<file path="src/spcs_pkg.sv">
package spcs_pkg;
   // register indices; byte address is four times the index
   localparam logic [2:0] IDX_CONTROL_A_ROLE_RATE = 3'h0;
   localparam logic [2:0] IDX_CONTROL_B_BUFFER_MODE = 3'h1;
   localparam logic [2:0] IDX_INTEN = 3'h2;
   localparam logic [2:0] IDX_FLAGS = 3'h3;
   localparam logic [2:0] IDX_DATA = 3'h4;
   localparam int ADDR_W = 5;
   // reset values
   localparam logic [7:0] RST_CONTROL_A_ROLE_RATE = 8'h00;
   localparam logic [7:0] RST_CONTROL_B_BUFFER_MODE = 8'h00;
   localparam logic [7:0] RST_INTEN = 8'h00;
   // field positions in interrupt_enable and interrupt_flag_status
   localparam int BIT_RXC = 7;
   localparam int BIT_TXC = 6;
   localparam int BIT_DRE = 5;
   localparam int BIT_SSI = 4;
   localparam int BIT_LEG = 0;
   // bus responses
   localparam logic [1:0] RESP_OKAY = 2'h0;
   localparam logic [1:0] RESP_SLVERR = 2'h2;
   // sck divisors of the peripheral clock, and half periods in cycles
   localparam int DIV_C0 = 4;
   localparam int DIV_C1 = 16;
   localparam int DIV_C2 = 64;
   localparam int DIV_C3 = 128;
   localparam logic [6:0] HALF_C0 = 7'(DIV_C0 / 2);
   localparam logic [6:0] HALF_C1 = 7'(DIV_C1 / 2);
   localparam logic [6:0] HALF_C2 = 7'(DIV_C2 / 2);
   localparam logic [6:0] HALF_C3 = 7'(DIV_C3 / 2);
   localparam logic [3:0] LAST_EDGE = 4'hf;
   // control_a_role_rate layout
   typedef struct packed {
      logic rsv7;
      logic dord;
      logic master;
      logic clock_double_sel;
      logic rsv3;
      logic [1:0] rate_divider;
      logic enable;
   } spcs_control_a_role_rate_t;
   // control_b_buffer_mode layout
   typedef struct packed {
      logic buffered_op_on;
      logic buffer_wait_receive;
      logic [2:0] rsv;
      logic select_line_ignore;
      logic [1:0] mode;
   } spcs_control_b_buffer_mode_t;
   typedef enum logic {ST_IDLE, ST_RUN} spcs_state_t;
endpackage

</file>
<file path="src/spcs_top.sv">
module spcs_top (
   // clock and reset
   input wire logic MCLK,
   input wire logic SRST,
   // axi4-lite slave
   input wire logic [4:0] S_AXI_AWADDR,
   input wire logic S_AXI_AWVALID,
   output logic S_AXI_AWREADY,
   input wire logic [31:0] S_AXI_WDATA,
   input wire logic [3:0] S_AXI_WSTRB,
   input wire logic S_AXI_WVALID,
   output logic S_AXI_WREADY,
   output logic [1:0] S_AXI_BRESP,
   output logic S_AXI_BVALID,
   input wire logic S_AXI_BREADY,
   input wire logic [4:0] S_AXI_ARADDR,
   input wire logic S_AXI_ARVALID,
   output logic S_AXI_ARREADY,
   output logic [31:0] S_AXI_RDATA,
   output logic [1:0] S_AXI_RRESP,
   output logic S_AXI_RVALID,
   input wire logic S_AXI_RREADY,
   // interrupt request and vector acknowledge
   output logic IRQ,
   input wire logic IRQ_ACK,
   // spi pins
   input wire logic SCK_I,
   output logic SCK_O,
   output logic SCK_OE,
   input wire logic MOSI_I,
   output logic MOSI_O,
   output logic MOSI_OE,
   input wire logic MISO_I,
   output logic MISO_O,
   output logic MISO_OE,
   input wire logic SS_N_I
);
   spcs_pkg::spcs_control_a_role_rate_t control_a_role_rate_reg;
   spcs_pkg::spcs_control_b_buffer_mode_t control_b_buffer_mode_reg;
   spcs_pkg::spcs_state_t state_reg;
   logic [7:0] inten_reg;
   logic [3:0] sync1_reg, sync2_reg;
   logic sck_prev_reg;
   logic aw_full_reg, w_full_reg;
   logic [4:0] aw_addr_reg;
   logic [7:0] w_byte_reg;
   logic w_lane_reg;
   logic tflag_reg, wcol_reg, txc_reg, select_trigger_flag_reg, ovf_reg, arm_if_reg, arm_wc_reg;
   logic [7:0] tx_sh_reg, rx_sh_reg, txbuf_reg, rx1_reg, rx2_reg, rxlast_reg;
   logic txbuf_full_reg, sh_pend_reg, rx1_v_reg, rx2_v_reg;
   logic [3:0] edge_cnt_reg;
   logic [6:0] div_cnt_reg;
   logic sck_o_reg, dout_reg;
   logic sck_s, mosi_s, miso_s, ss_n_s;
   logic do_wr, wr_ok, aw_take, w_take, ar_take, rd_ok;
   logic [2:0] wr_idx, rd_idx;
   logic data_wr, data_rd, data_acc, flags_rd, wr_control_a_role_rate, wr_control_b_buffer_mode, wr_inten, wr_flags;
   logic bufm, is_master, lose_master, cpol, cpha, busy;
   logic [6:0] half;
   logic tick, sck_edge, edge_ev, lead, sample_ev, setup_ev, done, start_m, start_s;
   logic in_bit, rd_pop, r1v_a, r2v_a;
   logic [7:0] rx_new, tx_shift, flags_val, rd_val, r2_a;

   // first bit on the wire for the chosen bit order
   function automatic logic first_bit(input logic lsb, input logic [7:0] b);
      first_bit = lsb ? b[0] : b[7];
   endfunction

   // pins from the remote party: two flops before any logic reads them
   always_ff @(posedge MCLK) begin
      if (SRST) begin
         sync1_reg <= 4'hf;
         sync2_reg <= 4'hf;
      end else begin
         sync1_reg <= {SCK_I, MOSI_I, MISO_I, SS_N_I};
         sync2_reg <= sync1_reg;
      end
   end
   assign {sck_s, mosi_s, miso_s, ss_n_s} = sync2_reg;

   // bus decode; a write executes once address and data are both held
   assign aw_take = S_AXI_AWVALID & S_AXI_AWREADY;
   assign w_take = S_AXI_WVALID & S_AXI_WREADY;
   assign ar_take = S_AXI_ARVALID & S_AXI_ARREADY;
   assign do_wr = aw_full_reg & w_full_reg & ~S_AXI_BVALID;
   assign wr_idx = aw_addr_reg[4:2];
   assign wr_ok = (aw_addr_reg[1:0] == 2'h0) && (wr_idx <= spcs_pkg::IDX_DATA);
   assign rd_idx = S_AXI_ARADDR[4:2];
   assign rd_ok = (S_AXI_ARADDR[1:0] == 2'h0) && (rd_idx <= spcs_pkg::IDX_DATA);
   assign wr_control_a_role_rate = do_wr & wr_ok & w_lane_reg & (wr_idx == spcs_pkg::IDX_CONTROL_A_ROLE_RATE);
   assign wr_control_b_buffer_mode = do_wr & wr_ok & w_lane_reg & (wr_idx == spcs_pkg::IDX_CONTROL_B_BUFFER_MODE);
   assign wr_inten = do_wr & wr_ok & w_lane_reg & (wr_idx == spcs_pkg::IDX_INTEN);
   assign wr_flags = do_wr & wr_ok & w_lane_reg & (wr_idx == spcs_pkg::IDX_FLAGS);
   assign data_wr = do_wr & wr_ok & w_lane_reg & (wr_idx == spcs_pkg::IDX_DATA);
   assign data_rd = ar_take & rd_ok & (rd_idx == spcs_pkg::IDX_DATA);
   assign flags_rd = ar_take & rd_ok & (rd_idx == spcs_pkg::IDX_FLAGS);
   assign data_acc = data_wr | data_rd;

   // write channels: address and data accepted in either order
   always_ff @(posedge MCLK) begin
      if (SRST) begin
         aw_full_reg <= 1'b0;
         w_full_reg <= 1'b0;
         aw_addr_reg <= 5'h00;
         w_byte_reg <= 8'h00;
         w_lane_reg <= 1'b0;
         S_AXI_AWREADY <= 1'b0;
         S_AXI_WREADY <= 1'b0;
         S_AXI_BVALID <= 1'b0;
         S_AXI_BRESP <= spcs_pkg::RESP_OKAY;
      end else begin
         if (aw_take) begin
            aw_addr_reg <= S_AXI_AWADDR;
         end
         if (w_take) begin
            w_byte_reg <= S_AXI_WDATA[7:0];
            w_lane_reg <= S_AXI_WSTRB[0];
         end
         aw_full_reg <= aw_take | (aw_full_reg & ~do_wr);
         w_full_reg <= w_take | (w_full_reg & ~do_wr);
         S_AXI_AWREADY <= ~(aw_take | (aw_full_reg & ~do_wr));
         S_AXI_WREADY <= ~(w_take | (w_full_reg & ~do_wr));
         if (do_wr) begin
            S_AXI_BVALID <= 1'b1;
            S_AXI_BRESP <= wr_ok ? spcs_pkg::RESP_OKAY : spcs_pkg::RESP_SLVERR;
         end else if (S_AXI_BREADY) begin
            S_AXI_BVALID <= 1'b0;
         end
      end
   end

   // read value; interrupt enables of buffered mode read zero without it
   always_comb begin
      flags_val = 8'h00;
      if (bufm) begin
         flags_val[spcs_pkg::BIT_RXC] = rx2_v_reg;
         flags_val[spcs_pkg::BIT_TXC] = txc_reg;
         flags_val[spcs_pkg::BIT_DRE] = ~txbuf_full_reg;
         flags_val[spcs_pkg::BIT_SSI] = select_trigger_flag_reg;
         flags_val[spcs_pkg::BIT_LEG] = ovf_reg;
      end else begin
         flags_val[spcs_pkg::BIT_RXC] = tflag_reg;
         flags_val[spcs_pkg::BIT_TXC] = wcol_reg;
      end
      case (rd_idx)
         spcs_pkg::IDX_CONTROL_A_ROLE_RATE: rd_val = control_a_role_rate_reg;
         spcs_pkg::IDX_CONTROL_B_BUFFER_MODE: rd_val = control_b_buffer_mode_reg;
         spcs_pkg::IDX_INTEN: rd_val = bufm ? inten_reg : {7'h00, inten_reg[spcs_pkg::BIT_LEG]};
         spcs_pkg::IDX_FLAGS: rd_val = flags_val;
         spcs_pkg::IDX_DATA: rd_val = bufm ? rx2_reg : rxlast_reg;
         default: rd_val = 8'h00;
      endcase
   end

   // read channel: one read in flight, data registered with the answer
   always_ff @(posedge MCLK) begin
      if (SRST) begin
         S_AXI_ARREADY <= 1'b0;
         S_AXI_RVALID <= 1'b0;
         S_AXI_RDATA <= 32'h0000_0000;
         S_AXI_RRESP <= spcs_pkg::RESP_OKAY;
      end else begin
         S_AXI_ARREADY <= ~(ar_take | (S_AXI_RVALID & ~S_AXI_RREADY));
         if (ar_take) begin
            S_AXI_RVALID <= 1'b1;
            S_AXI_RDATA <= {24'h00_0000, rd_ok ? rd_val : 8'h00};
            S_AXI_RRESP <= rd_ok ? spcs_pkg::RESP_OKAY : spcs_pkg::RESP_SLVERR;
         end else if (S_AXI_RREADY) begin
            S_AXI_RVALID <= 1'b0;
         end
      end
   end

   // role, clocking and edge classification
   assign bufm = control_b_buffer_mode_reg.buffered_op_on;
   assign is_master = control_a_role_rate_reg.enable & control_a_role_rate_reg.master;
   assign lose_master = is_master & ~ss_n_s & ~control_b_buffer_mode_reg.select_line_ignore;
   assign cpol = control_b_buffer_mode_reg.mode[1];
   assign cpha = control_b_buffer_mode_reg.mode[0];
   assign busy = (state_reg == spcs_pkg::ST_RUN);
   always_comb begin
      case (control_a_role_rate_reg.rate_divider)
         2'h0: half = spcs_pkg::HALF_C0;
         2'h1: half = spcs_pkg::HALF_C1;
         2'h2: half = spcs_pkg::HALF_C2;
         default: half = spcs_pkg::HALF_C3;
      endcase
      if (control_a_role_rate_reg.clock_double_sel) begin
         half = half >> 1;
      end
   end
   // master edges come from the divider, slave edges from the synced pin
   assign tick = busy & is_master & (div_cnt_reg == half - 7'h01);
   assign sck_edge = busy & ~control_a_role_rate_reg.master & (sck_s != sck_prev_reg);
   assign edge_ev = is_master ? tick : sck_edge;
   assign lead = ~edge_cnt_reg[0];
   assign sample_ev = edge_ev & (lead ^ cpha);
   assign setup_ev = edge_ev & ~(lead ^ cpha);
   assign done = edge_ev & (edge_cnt_reg == spcs_pkg::LAST_EDGE);
   assign in_bit = is_master ? miso_s : mosi_s;
   assign rx_new = ~sample_ev ? rx_sh_reg :
                   control_a_role_rate_reg.dord ? {in_bit, rx_sh_reg[7:1]} : {rx_sh_reg[6:0], in_bit};
   assign tx_shift = control_a_role_rate_reg.dord ? {1'b0, tx_sh_reg[7:1]} : {tx_sh_reg[6:0], 1'b0};
   assign start_m = ~busy & is_master & ~lose_master & (sh_pend_reg | (bufm & txbuf_full_reg));
   assign start_s = ~busy & control_a_role_rate_reg.enable & ~control_a_role_rate_reg.master & ~ss_n_s;

   // configuration registers; hardware drop of master role wins a same-cycle write
   always_ff @(posedge MCLK) begin
      if (SRST) begin
         control_a_role_rate_reg <= spcs_pkg::RST_CONTROL_A_ROLE_RATE;
         control_b_buffer_mode_reg <= spcs_pkg::RST_CONTROL_B_BUFFER_MODE;
         inten_reg <= spcs_pkg::RST_INTEN;
      end else begin
         if (wr_control_a_role_rate) begin
            control_a_role_rate_reg <= w_byte_reg;
         end
         if (lose_master) begin
            control_a_role_rate_reg.master <= 1'b0;
         end
         if (wr_control_b_buffer_mode) begin
            control_b_buffer_mode_reg <= w_byte_reg;
         end
         if (wr_inten) begin
            inten_reg <= w_byte_reg;
         end
      end
   end

   // transfer sequencer and shift engine
   always_ff @(posedge MCLK) begin
      if (SRST) begin
         state_reg <= spcs_pkg::ST_IDLE;
         edge_cnt_reg <= 4'h0;
         div_cnt_reg <= 7'h00;
         sck_prev_reg <= 1'b0;
         rx_sh_reg <= 8'h00;
      end else begin
         sck_prev_reg <= sck_s;
         div_cnt_reg <= (busy & is_master & ~tick) ? div_cnt_reg + 7'h01 : 7'h00;
         if (edge_ev) begin
            edge_cnt_reg <= edge_cnt_reg + 4'h1;
            rx_sh_reg <= rx_new;
         end
         case (state_reg)
            spcs_pkg::ST_IDLE: begin
               edge_cnt_reg <= 4'h0;
               if (start_m | start_s) begin
                  state_reg <= spcs_pkg::ST_RUN;
                  sck_prev_reg <= cpol;
               end
            end
            spcs_pkg::ST_RUN: begin
               if (~control_a_role_rate_reg.enable | lose_master) begin
                  state_reg <= spcs_pkg::ST_IDLE;
               end else if (~control_a_role_rate_reg.master & ss_n_s) begin
                  state_reg <= spcs_pkg::ST_IDLE; // partial byte dropped
               end else if (done & control_a_role_rate_reg.master) begin
                  state_reg <= spcs_pkg::ST_IDLE;
               end
            end
            default: state_reg <= spcs_pkg::ST_IDLE;
         endcase
      end
   end

   // transmit shifter, transmit buffer and the data-out bit
   always_ff @(posedge MCLK) begin
      if (SRST) begin
         tx_sh_reg <= 8'h00;
         txbuf_reg <= 8'h00;
         txbuf_full_reg <= 1'b0;
         sh_pend_reg <= 1'b0;
         dout_reg <= 1'b0;
      end else begin
         if (start_m | start_s) begin
            sh_pend_reg <= 1'b0;
            dout_reg <= first_bit(control_a_role_rate_reg.dord, tx_sh_reg);
         end
         if (setup_ev & (edge_cnt_reg != 4'h0) & ~done) begin
            tx_sh_reg <= tx_shift;
            dout_reg <= first_bit(control_a_role_rate_reg.dord, tx_shift);
         end
         if (done) begin
            if (bufm & txbuf_full_reg) begin
               tx_sh_reg <= txbuf_reg;
               txbuf_full_reg <= 1'b0;
               sh_pend_reg <= 1'b1;
               dout_reg <= first_bit(control_a_role_rate_reg.dord, txbuf_reg);
            end else begin
               tx_sh_reg <= rx_new; // next dummy is the last byte received
               dout_reg <= first_bit(control_a_role_rate_reg.dord, rx_new);
            end
         end
         if (data_wr) begin
            if (~bufm) begin
               if (~busy) begin
                  tx_sh_reg <= w_byte_reg;
                  sh_pend_reg <= control_a_role_rate_reg.master;
                  dout_reg <= first_bit(control_a_role_rate_reg.dord, w_byte_reg);
               end
            end else if (control_b_buffer_mode_reg.buffer_wait_receive & control_a_role_rate_reg.enable & ss_n_s & ~busy &
                         ~sh_pend_reg & ~txbuf_full_reg) begin
               tx_sh_reg <= w_byte_reg;
               sh_pend_reg <= 1'b1;
               dout_reg <= first_bit(control_a_role_rate_reg.dord, w_byte_reg);
            end else if (~txbuf_full_reg | done) begin
               txbuf_reg <= w_byte_reg; // a full buffer drops the byte
               txbuf_full_reg <= 1'b1;
            end
         end
         if (~control_a_role_rate_reg.enable) begin
            sh_pend_reg <= 1'b0;
         end
      end
   end

   // receive stages; a data read pops before a new byte is placed
   assign rd_pop = data_rd & bufm;
   assign r2v_a = rd_pop ? rx1_v_reg : rx2_v_reg;
   assign r1v_a = rd_pop ? 1'b0 : rx1_v_reg;
   assign r2_a = rd_pop ? rx1_reg : rx2_reg;
   always_ff @(posedge MCLK) begin
      if (SRST) begin
         rx1_reg <= 8'h00;
         rx2_reg <= 8'h00;
         rx1_v_reg <= 1'b0;
         rx2_v_reg <= 1'b0;
         rxlast_reg <= 8'h00;
         ovf_reg <= 1'b0;
      end else begin
         rx2_reg <= r2_a;
         rx2_v_reg <= r2v_a;
         rx1_v_reg <= r1v_a;
         if (wr_flags & bufm & w_byte_reg[spcs_pkg::BIT_RXC]) begin
            rx2_v_reg <= 1'b0;
            rx1_v_reg <= 1'b0;
         end
         if (data_rd) begin
            ovf_reg <= 1'b0;
         end
         if (done & ~bufm) begin
            rxlast_reg <= rx_new;
         end else if (done) begin
            if (~r2v_a) begin
               rx2_reg <= rx_new;
               rx2_v_reg <= 1'b1;
            end else if (~r1v_a) begin
               rx1_reg <= rx_new;
               rx1_v_reg <= 1'b1;
            end else begin
               ovf_reg <= 1'b1; // third byte with both stages full
            end
         end
      end
   end

   // flags; every hardware set wins over a same-cycle clear
   always_ff @(posedge MCLK) begin
      if (SRST) begin
         tflag_reg <= 1'b0;
         wcol_reg <= 1'b0;
         txc_reg <= 1'b0;
         select_trigger_flag_reg <= 1'b0;
         arm_if_reg <= 1'b0;
         arm_wc_reg <= 1'b0;
      end else begin
         if (flags_rd & tflag_reg) begin
            arm_if_reg <= 1'b1;
         end else if (data_acc) begin
            arm_if_reg <= 1'b0;
         end
         if (flags_rd & wcol_reg) begin
            arm_wc_reg <= 1'b1;
         end else if (data_acc) begin
            arm_wc_reg <= 1'b0;
         end
         if (~bufm & (done | lose_master)) begin
            tflag_reg <= 1'b1;
         end else if (IRQ_ACK | (arm_if_reg & data_acc)) begin
            tflag_reg <= 1'b0;
         end
         if (data_wr & ~bufm & busy) begin
            wcol_reg <= 1'b1;
         end else if (arm_wc_reg & data_acc) begin
            wcol_reg <= 1'b0;
         end
         if (bufm & done & ~txbuf_full_reg) begin
            txc_reg <= 1'b1;
         end else if (wr_flags & w_byte_reg[spcs_pkg::BIT_TXC]) begin
            txc_reg <= 1'b0;
         end
         if (bufm & lose_master) begin
            select_trigger_flag_reg <= 1'b1;
         end else if (wr_flags & w_byte_reg[spcs_pkg::BIT_SSI]) begin
            select_trigger_flag_reg <= 1'b0;
         end
      end
   end

   // interrupt level and pin drivers, all registered
   always_ff @(posedge MCLK) begin
      if (SRST) begin
         IRQ <= 1'b0;
         sck_o_reg <= 1'b0;
         SCK_OE <= 1'b0;
         MOSI_OE <= 1'b0;
         MISO_OE <= 1'b0;
      end else begin
         if (bufm) begin
            IRQ <= |({rx2_v_reg, txc_reg, ~txbuf_full_reg, select_trigger_flag_reg} & inten_reg[7:4]);
         end else begin
            IRQ <= inten_reg[spcs_pkg::BIT_LEG] & tflag_reg;
         end
         if (tick) begin
            sck_o_reg <= ~sck_o_reg;
         end else if (~busy) begin
            sck_o_reg <= cpol;
         end
         SCK_OE <= is_master & ~lose_master;
         MOSI_OE <= is_master & ~lose_master;
         MISO_OE <= control_a_role_rate_reg.enable & ~control_a_role_rate_reg.master & ~ss_n_s;
      end
   end
   assign SCK_O = sck_o_reg;
   assign MOSI_O = dout_reg;
   assign MISO_O = dout_reg;
endmodule // spcs_top

</file>
<file path="config.mk">
export PLATFORM = sky130hd
export DESIGN_NAME = spcs_top
export DESIGN_NICKNAME = d
export VERILOG_FILES = /design/src/spcs_pkg.sv /design/src/spcs_top.sv
export SDC_FILE = /design/constraint.sdc
export NUM_CORES = 1
export LEC_CHECK = 0
export BUFFER_PORTS_ARGS = -buffer_cell sky130_fd_sc_hd__buf_2
export CORE_MARGIN = 3
export CORE_UTILIZATION = 35
export DETAILED_ROUTE_END_ITERATION = 12
export PLACE_DENSITY = 0.62
export SETUP_SLACK_MARGIN = 0.05
export SKIP_LAST_GASP = 1
export SLEW_MARGIN = 25
export SYNTH_ARGS = -nofsm -noshare
export SYNTH_HDL_FRONTEND = slang
export SYNTH_SLANG_ARGS = --single-unit
</file>
<file path="constraint.sdc">
create_clock -name MCLK -period 3.8 [get_ports MCLK]
set_clock_uncertainty 0.05 [all_clocks]
set_input_delay 0 -clock MCLK [delete_from_list [all_inputs] [get_ports MCLK]]
set_output_delay 0 -clock MCLK [all_outputs]
set_load 0.05 [all_outputs]
</file>
==> results of run 1 <==
-- cells in the mapped netlist, drive strengths merged (5+ instances only) --
cell / n
clkbuf: 37
a31oi: 7
buf: 42
dfxtp: 140
mux2: 14
o211ai: 14
nor3: 13
inv: 15
a211oi: 22
a221oi: 12
nand3: 25
nor2: 120
or3: 5
xor2: 7
o21ai: 26
nand2: 86
nand2b: 21
a21oi: 63
xnor2: 9
and3: 8
mux2i: 50
a22oi: 6
or2: 9
and2: 5
-- layout by cell type, fill, tap and decap left out, drive strengths merged, types with 12 or more instances in the layout --
| master | netlist | final |
|---|---|---|
| a211oi | 22 | 22 |
| a21oi | 63 | 63 |
| a221oi | 12 | 12 |
| buf | 42 | 75 |
| clkbuf | 37 | 24 |
| conb | 1 | 26 |
| dfxtp | 140 | 140 |
| dlygate4sd3 | 0 | 28 |
| inv | 15 | 15 |
| mux2 | 14 | 14 |
| mux2i | 50 | 50 |
| nand2 | 86 | 86 |
| nand2b | 21 | 21 |
| nand3 | 25 | 25 |
| nor2 | 120 | 120 |
| nor3 | 13 | 13 |
| o211ai | 14 | 14 |
| o21ai | 26 | 26 |
-- worst min-delay path, stage by stage --
cell	delay [ns]
buf_2	0.09
nand2_1	0.18
nand2_1	0.13
a21oi_1	0.05
-- routing by layer --
metal  share of wire, %  vias up
met2                 44      185
met5                  0        -
met4                1.4        0
met3                6.1       16
met1                 49     2759
li1                   -     2957
-- kinds of logic (layout without fill, tap and decap cells) --
family                   after synthesis  in the layout
AO/OA/AOI/OAI                        179            179
XOR/XNOR                              16             16
adder cells (fa/ha/maj)                4              4
buffers and inverters                 94            148
flip-flops                           140            140
multiplexers                          64             64
other                                  1             26
AND/OR/NAND/NOR                      318            318
-- what timing repair did --
item | CTS | global route
endpoints found under the hold margin | 25 | 0
hold buffers | 28 | 0
setup buffers | 0 | 0
-- stage by stage --
step | hold slack [ns] | worst slack [ns] | area, µm² | util [%]
after floorplan | 0.05381 | 0.5678 | 6935 | -
after global placement | 0.1387 | 0.5704 | 7293 | 38.48
after detailed placement | 0.1350 | 0.5274 | 7293 | 38.48
after CTS | 0.01553 | 0.5112 | 8152 | 43.00
after global routing | 0.06382 | 0.2246 | 8152 | 43.00
final | 0.03329 | 0.5310 | 8152 | 43.00
-- area by class of cell --
class	instances	area (µm²)
multi-input combinational	607	3661
inverter	15	56.30
fill	1916	10800
clock buffer	24	491.7
clock inverter	6	86.33
timing repair buffer	103	728.2
tap	260	325.3
sequential	140	2803
-- power by group --
part           switching (mW)  total [mW]  leakage, nW  internal, mW
registers              0.0217        1.51         1.13          1.49
logic                   0.135       0.192         1.53        0.0565
clock network           0.602        1.63        0.282          1.03
total                   0.759        3.33         2.95          2.57
-- worst max path at each step --
stage                                            start  slack (ns)                        end
2_1_floorplan  control_a_role_rate_reg[4]$_SDFFE_PP0P_        0.57  txbuf_reg[0]$_SDFFE_PP0P_
4_1_cts        control_a_role_rate_reg[1]$_SDFFE_PP0P_        0.51  txbuf_reg[1]$_SDFFE_PP0P_
3_3_place_gp   control_a_role_rate_reg[1]$_SDFFE_PP0P_        0.57  txbuf_reg[2]$_SDFFE_PP0P_
6_report       control_a_role_rate_reg[1]$_SDFFE_PP0P_        0.53  txbuf_reg[1]$_SDFFE_PP0P_
5_1_grt        control_a_role_rate_reg[2]$_SDFFE_PP0P_        0.22    rx1_reg[0]$_SDFFE_PP0P_
3_5_place_dp   control_a_role_rate_reg[1]$_SDFFE_PP0P_        0.53  txbuf_reg[4]$_SDFFE_PP0P_
==> results.toml, run 1 <==
[die]
die_x_um = 145.8
die_h_um = 145.8
die_area_um2 = 21260
core_area_um2 = 18960
start_util_pct = 36.09
io_pins = 106
rows = 50

[yosys]
ys_seq_area_share_pct = 40.97
synthDominantCellAreaShare_pct = 40.97
synth_fa_ha_area_share_pct = 0.7315
synth_xor_area_share_pct = 2.048
ys_seq_elements = 140
yosys.area_share.simple_pct = 21.89
async_reset_ff_share_pct = 0
yosysTopAreaCell = "dfxtp_1"
synth_area_um2 = 6842
ys_warn_count = 0
synth_area_leaders = "dfxtp_1, mux2i_1, nor2_1"
syn_area_per_cell_um2 = 8.384
synth_compound_area_share_pct = 17.57
synth.distinct_cells = 70
synth_edf_count = 0
yosys-mux-area-fraction_pct = 9.620
synth_top_family_by_area = "simple AND/OR/NAND/NOR gates"
netlist_instances = 816
synth_ff_type = "dfxtp_1"

[clock_network]
clockRootBuffer = "clkbuf_16"
clk_pin_slew_worst_paths_ns = 0.06
cts_buffers = 17
clk_latency_ns = 0.42
clkSinkCount = 140
cts_resized = 0
h-tree-depth = 4
clock_path_buffers = 2
tritoncts = "built"

[global_routing]
grt_pass1_wl_um = 28920
first_global_vias = 5409
busiest_layer = "met2"
antenna_found_initial = 0
track_usage_pct = 16.78
grt_overflow = 0
gr-usage-met1_pct = 24.05
grt_max_degree = 74
grt_util_met3_pct = 4.142
grtUsageMet2_pct = 25.52

[routing]
wire_per_inst_um = 15.61
via_per_inst = 5.123
dr.pass1.iters = 7
drc_errors = 0
antenna_left = 0
via_count = 5917
totalWireLength_um = 18030
dr.first_iter.drc_count = 512

[min_path]
hold_path_depth = 4
hold-path-endpoint = "w_lane_reg$_SDFFE_PP0P_"
min_from = "S_AXI_WVALID"
hp-class = "in -> reg"

[worst_setup_path]
r2r-end = "txbuf_reg[1]$_SDFFE_PP0P_"
arrival_ns = 3.56
cp_max_fo = 21
crit_required_ns = 4.09
cpPeakStageDelay_ns = 0.45
reg2reg_depth = 11
startpoint_type = "flip-flop"
rr_startpoint = "control_a_role_rate_reg[1]$_SDFFE_PP0P_"
crit_type = "reg -> reg"
crit_path_top_delay_cell = "o41ai_2"
end_kind = "flip-flop"
crit_buf_inv = 2
path_cells = "or3_1, ha_1, or3_1, a21oi_1, a211oi_2, o41ai_2, buf_12, nand2_2, a2111oi_4, buf_4, mux2i_1"
critPathTopFamily = "compound AO/OA/AOI/OAI gates"
rrSetupSlack_ns = 0.53
path_depth = 11
crit_top_cell = "or3_1"

[timing]
slew_violations = 0
setup-tns-final_ns = 0
worst-slew-pin-transition_ns = 0.9858
rsz0062_at_grt = "no"
relSlewSlack_pct = 33.79
fin_crit_sh_pct = 86.03
hold_violations = 0
clock.fmax_ghz = 0.3059
fin_crit_ns = 3.269
setup_viol = 0

[finish]
nets = 946
num_antenna_cells = 0
layout.cells.non_filler = 1155
area_delta_synth_final_pct = 19.15
drive_above_1_share_pct = 15.31

[power_and_ir_drop]
p_total_mw = 3.330
p_leak_nw = 2.948
p_per_area_nw_per_um2 = 408.5
ir_drop_mv = 0.3900

[placed_design]
gp_congestion = 0.8694
io_buffer_count = 52
dp_hpwl_um = 12700
dp_cells = 1097

[flow_run]
maxCapViolCount = 0

[outcome]
status = "finished clean"
No activity file was read; power rests on OpenSTA's default activity.
==> inputs of run 2 (changes only) <==
--- a/config.mk
+++ b/config.mk
@@ -9,6 +9,7 @@
 export CORE_MARGIN = 3
 export CORE_UTILIZATION = 35
 export DETAILED_ROUTE_END_ITERATION = 12
+export GPL_TIMING_DRIVEN = 0
 export PLACE_DENSITY = 0.62
 export SETUP_SLACK_MARGIN = 0.05
 export SKIP_LAST_GASP = 1
==> results.toml, run 2 (synthesis results as in run 1) <==
[outcome]
status = "finished clean"

[global_routing]
grt_pass1_wl_um = 31140
track_usage_pct = 18.21
first_global_vias = 5790
antenna_found_initial = 0
grt_max_degree = 17
grt_overflow = 0

[worst_setup_path]
cpPeakStageDelay_ns = 0.46
arrival_ns = 3.93
cp_max_fo = 10
end_kind = "flip-flop"
crit_required_ns = 4.10
startpoint_type = "flip-flop"
crit_type = "reg -> reg"
rrSetupSlack_ns = 0.17
reg2reg_depth = 12
r2r-end = "rxlast_reg[5]$_SDFFE_PP0N_"
crit_path_top_delay_cell = "o41a_1"
path_cells = "buf_4, or3_1, ha_1, xnor2_1, a311oi_1, o211ai_1, o41a_1, buf_2, nor2_1, buf_2, o211ai_1, a21oi_1"
rr_startpoint = "control_a_role_rate_reg[4]$_SDFFE_PP0P_"

[flow_run]
maxCapViolCount = 0

[power_and_ir_drop]
seq_power_share_pct = 43.6
p_leak_nw = 3.104
p_per_area_nw_per_um2 = 407.1
power_frac_clock_pct = 49.8
switchingPower_mw = 0.8114
p_int_mw = 2.646
ir_drop_mv = 0.3190
p_total_mw = 3.457
pwr-share-comb_pct = 6.6
switching_share_pct = 23.47

[timing]
relSlewSlack_pct = 43.91
rsz0062_at_grt = "yes"
fin_crit_sh_pct = 95.44
worst-slew-pin-transition_ns = 0.8350
clock.fmax_ghz = 0.2757
setup_viol = 0
hold_violations = 0
whs_ns = 0.009568
fin_crit_ns = 3.627
slew_violations = 0

[die]
io_pins = 106
die_x_um = 145.8
die_h_um = 145.8
start_util_pct = 36.09
core_area_um2 = 18960
die_area_um2 = 21260
rows = 50

[routing]
via_per_inst = 5.113
totalWireLength_um = 19530
drc_errors = 0
wire_per_inst_um = 16.08
via_count = 6212
dr.first_iter.drc_count = 397
antenna_left = 0
dr.pass1.iters = 5

[finish]
final_cell_mix = "dfxtp_1, nor2_1, nand2_1"
drive_above_1_share_pct = 16.86
nets = 1004
layout.cells.non_filler = 1215
num_antenna_cells = 0
area_delta_synth_final_pct = 24.12
layout_commonest_cell = "dfxtp_1"

[min_path]
hold-path-endpoint = "w_lane_reg$_SDFFE_PP0P_"
min_from = "S_AXI_WVALID"
hold_path_depth = 4
hp-class = "in -> reg"

[clock_network]
clk_pin_slew_worst_paths_ns = 0.06
h-tree-depth = 4
clk_latency_ns = 0.43
clockRootBuffer = "clkbuf_16"
cts_buffers = 17
clkSinkCount = 140
tritoncts = "built"
clock_path_buffers = 2

[placed_design]
dp_hpwl_um = 14080
io_buffer_count = 50
dp_cells = 1152
gp_congestion = 0.9100
[run 2: cell types whose count changed in the layout (fill, tap and decap cells not counted), sizes merged]
cell	delta
bufinv	+1
dlygate4sd3	+1
clkbuf	+35
clkinvlp	+3
buf	+20
[run 2: layout make-up]
class	instances	area, µm²
Clock buffer	22	474.2
Buffer	79	430.4
Inverter	15	56.30
Clock inverter	10	138.9
Fill cell	1868	10460
Tap cell	260	325.3
Multi-Input combinational cell	607	3689
Sequential cell	140	2803
Timing Repair Buffer	82	575.6
[run 2: power by group through the flow]
stage	clock, mW	sequential, mW	combinational (mW)
floorplan	0	1.55	0.140
global placement	0	1.54	0.202
detailed placement	0	1.54	0.203
CTS	1.75	1.51	0.225
global route	1.81	1.51	0.245
finish	1.72	1.51	0.227
[run 2: critical path: cells and delay by family, from the launching register on]
kind                     cells  cell delay [ns]
AO/OA/AOI/OAI                5             1.29
AND/OR/NAND/NOR              2             0.80
buffers and inverters        3             0.68
flip-flops                   1             0.30
adder cells (fa/ha/maj)      1             0.29
XOR/XNOR                     1             0.12
[run 2: worst max path at each step]
stage | endpoint | slack [ns] | start | depth (start not counted)
floorplan | txbuf_reg[0]$_SDFFE_PP0P_ | 0.57 | control_a_role_rate_reg[4]$_SDFFE_PP0P_ | 11
global placement | tflag_reg$_SDFFE_PP0P_ | 0.12 | control_a_role_rate_reg[4]$_SDFFE_PP0P_ | 12
detailed placement | txbuf_reg[1]$_SDFFE_PP0P_ | 0.08 | control_a_role_rate_reg[4]$_SDFFE_PP0P_ | 11
CTS | tx_sh_reg[0]$_SDFF_PP0_ | 0.08 | control_a_role_rate_reg[4]$_SDFFE_PP0P_ | 12
global route | rxlast_reg[5]$_SDFFE_PP0N_ | -0.07 | control_a_role_rate_reg[4]$_SDFFE_PP0P_ | 12
finish | rxlast_reg[5]$_SDFFE_PP0N_ | 0.17 | control_a_role_rate_reg[4]$_SDFFE_PP0P_ | 12
[run 2: stage by stage]
stage                     area [µm²]  utilization [%]  TNS [ns]  setup slack, ns
after floorplan                 6935                -         0           0.5678
after CTS                       8437            44.51         0          0.08112
after global placement          7511            39.62         0           0.1212
after global routing            8492            44.80   -0.3510         -0.06892
final                           8492            44.80         0           0.1733
after detailed placement        7533            39.74         0          0.07657
[run 2: timing repair]
action,CTS,global route
endpoints found under the hold margin,27,0
resized for setup,0,6
endpoints found under the setup margin,1,35
hold buffers,29,0
setup buffers,0,2
pin swaps,1,2
[run 2: layer usage]
layer  routed length (µm)  track usage [%]  up-vias  share of wire (%)
li1                     -                -     3076                  -
met1                 9159            24.79     2880                 47
met2                 8575            28.33      222                 44
met3                 1414            4.485       34                7.2
met4                  383            6.078        0                2.0
met5                    0                0        -                  0
==> inputs of run 3 (changes only) <==
--- a/config.mk
+++ b/config.mk
@@ -6,10 +6,12 @@
 export NUM_CORES = 1
 export LEC_CHECK = 0
 export BUFFER_PORTS_ARGS = -buffer_cell sky130_fd_sc_hd__buf_2
+export CAP_MARGIN = 20
 export CORE_MARGIN = 3
 export CORE_UTILIZATION = 35
 export DETAILED_ROUTE_END_ITERATION = 12
 export GPL_TIMING_DRIVEN = 0
+export HOLD_SLACK_MARGIN = 0.06
 export PLACE_DENSITY = 0.62
 export SETUP_SLACK_MARGIN = 0.05
 export SKIP_LAST_GASP = 1
==> constraint.sdc (replaced) <==
create_clock -name MCLK -period 3.8 [get_ports MCLK]
set_clock_uncertainty 0.05 [all_clocks]
set_input_delay 0.38 -clock MCLK [delete_from_list [all_inputs] [get_ports MCLK]]
set_output_delay 0.38 -clock MCLK [all_outputs]
set_load 0.05 [all_outputs]
==> results.toml, run 3 (synthesis results as in run 1) <==
[power_and_ir_drop]
p_per_area_nw_per_um2 = 418.9
pwr-share-comb_pct = 5.9
p_total_mw = 3.436
power_frac_clock_pct = 50.2
p_leak_nw = 2.995
switchingPower_mw = 0.8086
ir_drop_mv = 0.3149
switching_share_pct = 23.53
p_int_mw = 2.627
seq_power_share_pct = 43.9

[worst_setup_path]
rr_startpoint = "control_a_role_rate_reg[4]$_SDFFE_PP0P_"
crit_top_cell = "buf_2"
cp_max_fo = 10
cpPeakStageDelay_ns = 0.46
arrival_ns = 3.91
crit_type = "reg -> reg"
reg2reg_depth = 12
crit_required_ns = 4.09
path_cells = "buf_4, or3_1, ha_1, xnor2_1, a311oi_1, o211ai_1, o41a_1, buf_2, nor3_2, buf_2, nor2_1, a211oi_1"
r2r-end = "rx2_reg[0]$_SDFF_PP0_"
startpoint_type = "flip-flop"
crit_buf_inv = 3
end_kind = "flip-flop"
crit_path_top_delay_cell = "o41a_1"
critPathTopFamily = "compound AO/OA/AOI/OAI gates"
rrSetupSlack_ns = 0.18

[finish]
num_antenna_cells = 0
layout.cells.non_filler = 1186
drive_above_1_share_pct = 17.39
final_cell_mix = "dfxtp_1, nor2_1, nand2_1"
layout_commonest_cell = "dfxtp_1"
register_area_um2 = 2803
area_delta_synth_final_pct = 19.88
n_fill_cell = 1900
nets = 975
multi_input_area_um2 = 3689

[clock_network]
clk_pin_slew_worst_paths_ns = 0.06
clkSinkCount = 140
clockRootBuffer = "clkbuf_16"
clock_path_buffers = 2
tritoncts = "built"
h-tree-depth = 4
cts_buffers = 17
clk_latency_ns = 0.43
cts.hold.buffers_added = 0

[placed_design]
dp_hpwl_um = 14080
io_buffer_count = 50
dp_cells = 1152
gp_congestion = 0.9100
pre_cts_slack_ns = 0.07657

[timing]
hold_violations = 0
clock.fmax_ghz = 0.2761
setup_slack_ns = 0.1775
setup_viol = 0
relSlewSlack_pct = 45.22
worst-slew-pin-transition_ns = 0.8154
slew_violations = 0
setup-tns-final_ns = 0
rsz0062_at_grt = "yes"
fin_crit_ns = 3.623
fin_crit_sh_pct = 95.33

[routing]
via_per_inst = 5.093
dr.first_iter.drc_count = 432
wire_per_inst_um = 16.28
antenna_left = 0
dr.pass1.iters = 6
totalWireLength_um = 19310
via_count = 6040
drc_errors = 0

[die]
die_x_um = 145.8
die_h_um = 145.8
rows = 50
io_pins = 106
die_area_um2 = 21260
start_util_pct = 36.09
core_area_um2 = 18960

[global_routing]
antenna_found_initial = 0
grt_pass1_wl_um = 30650
grt_util_met3_pct = 4.453
grt_max_degree = 17
gr-usage-met1_pct = 24.97
busiest_layer = "met2"
grtUsageMet2_pct = 27.38
first_global_vias = 5613
grt_overflow = 0
track_usage_pct = 18.00

[min_path]
min_from = "SS_N_I"
hp-class = "in -> reg"
hold-path-endpoint = "sync1_reg[0]$_SDFF_PP1_"
hold_path_depth = 2

[outcome]
status = "finished clean"

[flow_run]
maxCapViolCount = 0
-- run 3: stage by stage --
step	hold WS, ns	utilization (%)	area, µm²
floorplan	0.3395	-	6935
detailed placement	0.3454	39.74	7533
finish	0.09094	43.27	8202
CTS	0.07745	42.98	8147
global placement	0.3430	39.62	7511
global route	0.09456	43.27	8202
-- run 3: how the worst max path moves through the flow --
| stage | start | endpoint | cells past startpoint |
|---|---|---|---|
| 2_1_floorplan | control_a_role_rate_reg[4]$_SDFFE_PP0P_ | txbuf_reg[0]$_SDFFE_PP0P_ | 11 |
| 3_3_place_gp | control_a_role_rate_reg[4]$_SDFFE_PP0P_ | tflag_reg$_SDFFE_PP0P_ | 12 |
| 3_5_place_dp | control_a_role_rate_reg[4]$_SDFFE_PP0P_ | txbuf_reg[1]$_SDFFE_PP0P_ | 11 |
| 4_1_cts | control_a_role_rate_reg[4]$_SDFFE_PP0P_ | tx_sh_reg[0]$_SDFF_PP0_ | 12 |
| 5_1_grt | control_a_role_rate_reg[4]$_SDFFE_PP0P_ | rxlast_reg[5]$_SDFFE_PP0N_ | 12 |
| 6_report | control_a_role_rate_reg[4]$_SDFFE_PP0P_ | rx2_reg[0]$_SDFF_PP0_ | 12 |
-- run 3: layout make-up --
cell class	count	area share (%)
Clock inverter	10	1.693
Sequential cell	140	34.17
Multi-Input combinational cell	607	44.97
Clock buffer	22	5.782
Buffer	79	5.248
Timing Repair Buffer	53	3.478
Inverter	15	0.6865
Tap cell	260	3.966
-- run 3: worst register-to-register path, cell delays in order (launching register included) --
cell,delay (ns)
dfxtp_1,0.30
buf_4,0.17
or3_1,0.38
ha_1,0.29
xnor2_1,0.12
a311oi_1,0.25
o211ai_1,0.27
o41a_1,0.46
buf_2,0.20
nor3_2,0.46
buf_2,0.31
nor2_1,0.07
a211oi_1,0.20
-- run 3: repair_timing --
action                                  CTS  global route
endpoints found under the setup margin    1            35
setup buffers                             0             2
resized for setup                         0             6
endpoints found under the hold margin     0             0
pin swaps                                 1             2
-- run 3: power by group through the flow --
stage	logic (mW)	clock network, mW	registers [mW]
floorplan	0.140	0	1.55
global placement	0.202	0	1.54
detailed placement	0.203	0	1.54
CTS	0.204	1.75	1.51
global route	0.221	1.81	1.51
finish	0.204	1.72	1.51
-- run 3: routing by layer --
layer / wire, µm / up-vias
li1: - / 3019
met1: 9163 / 2779
met2: 8392 / 213
met3: 1394 / 29
met4: 357 / 0
met5: 0 / -
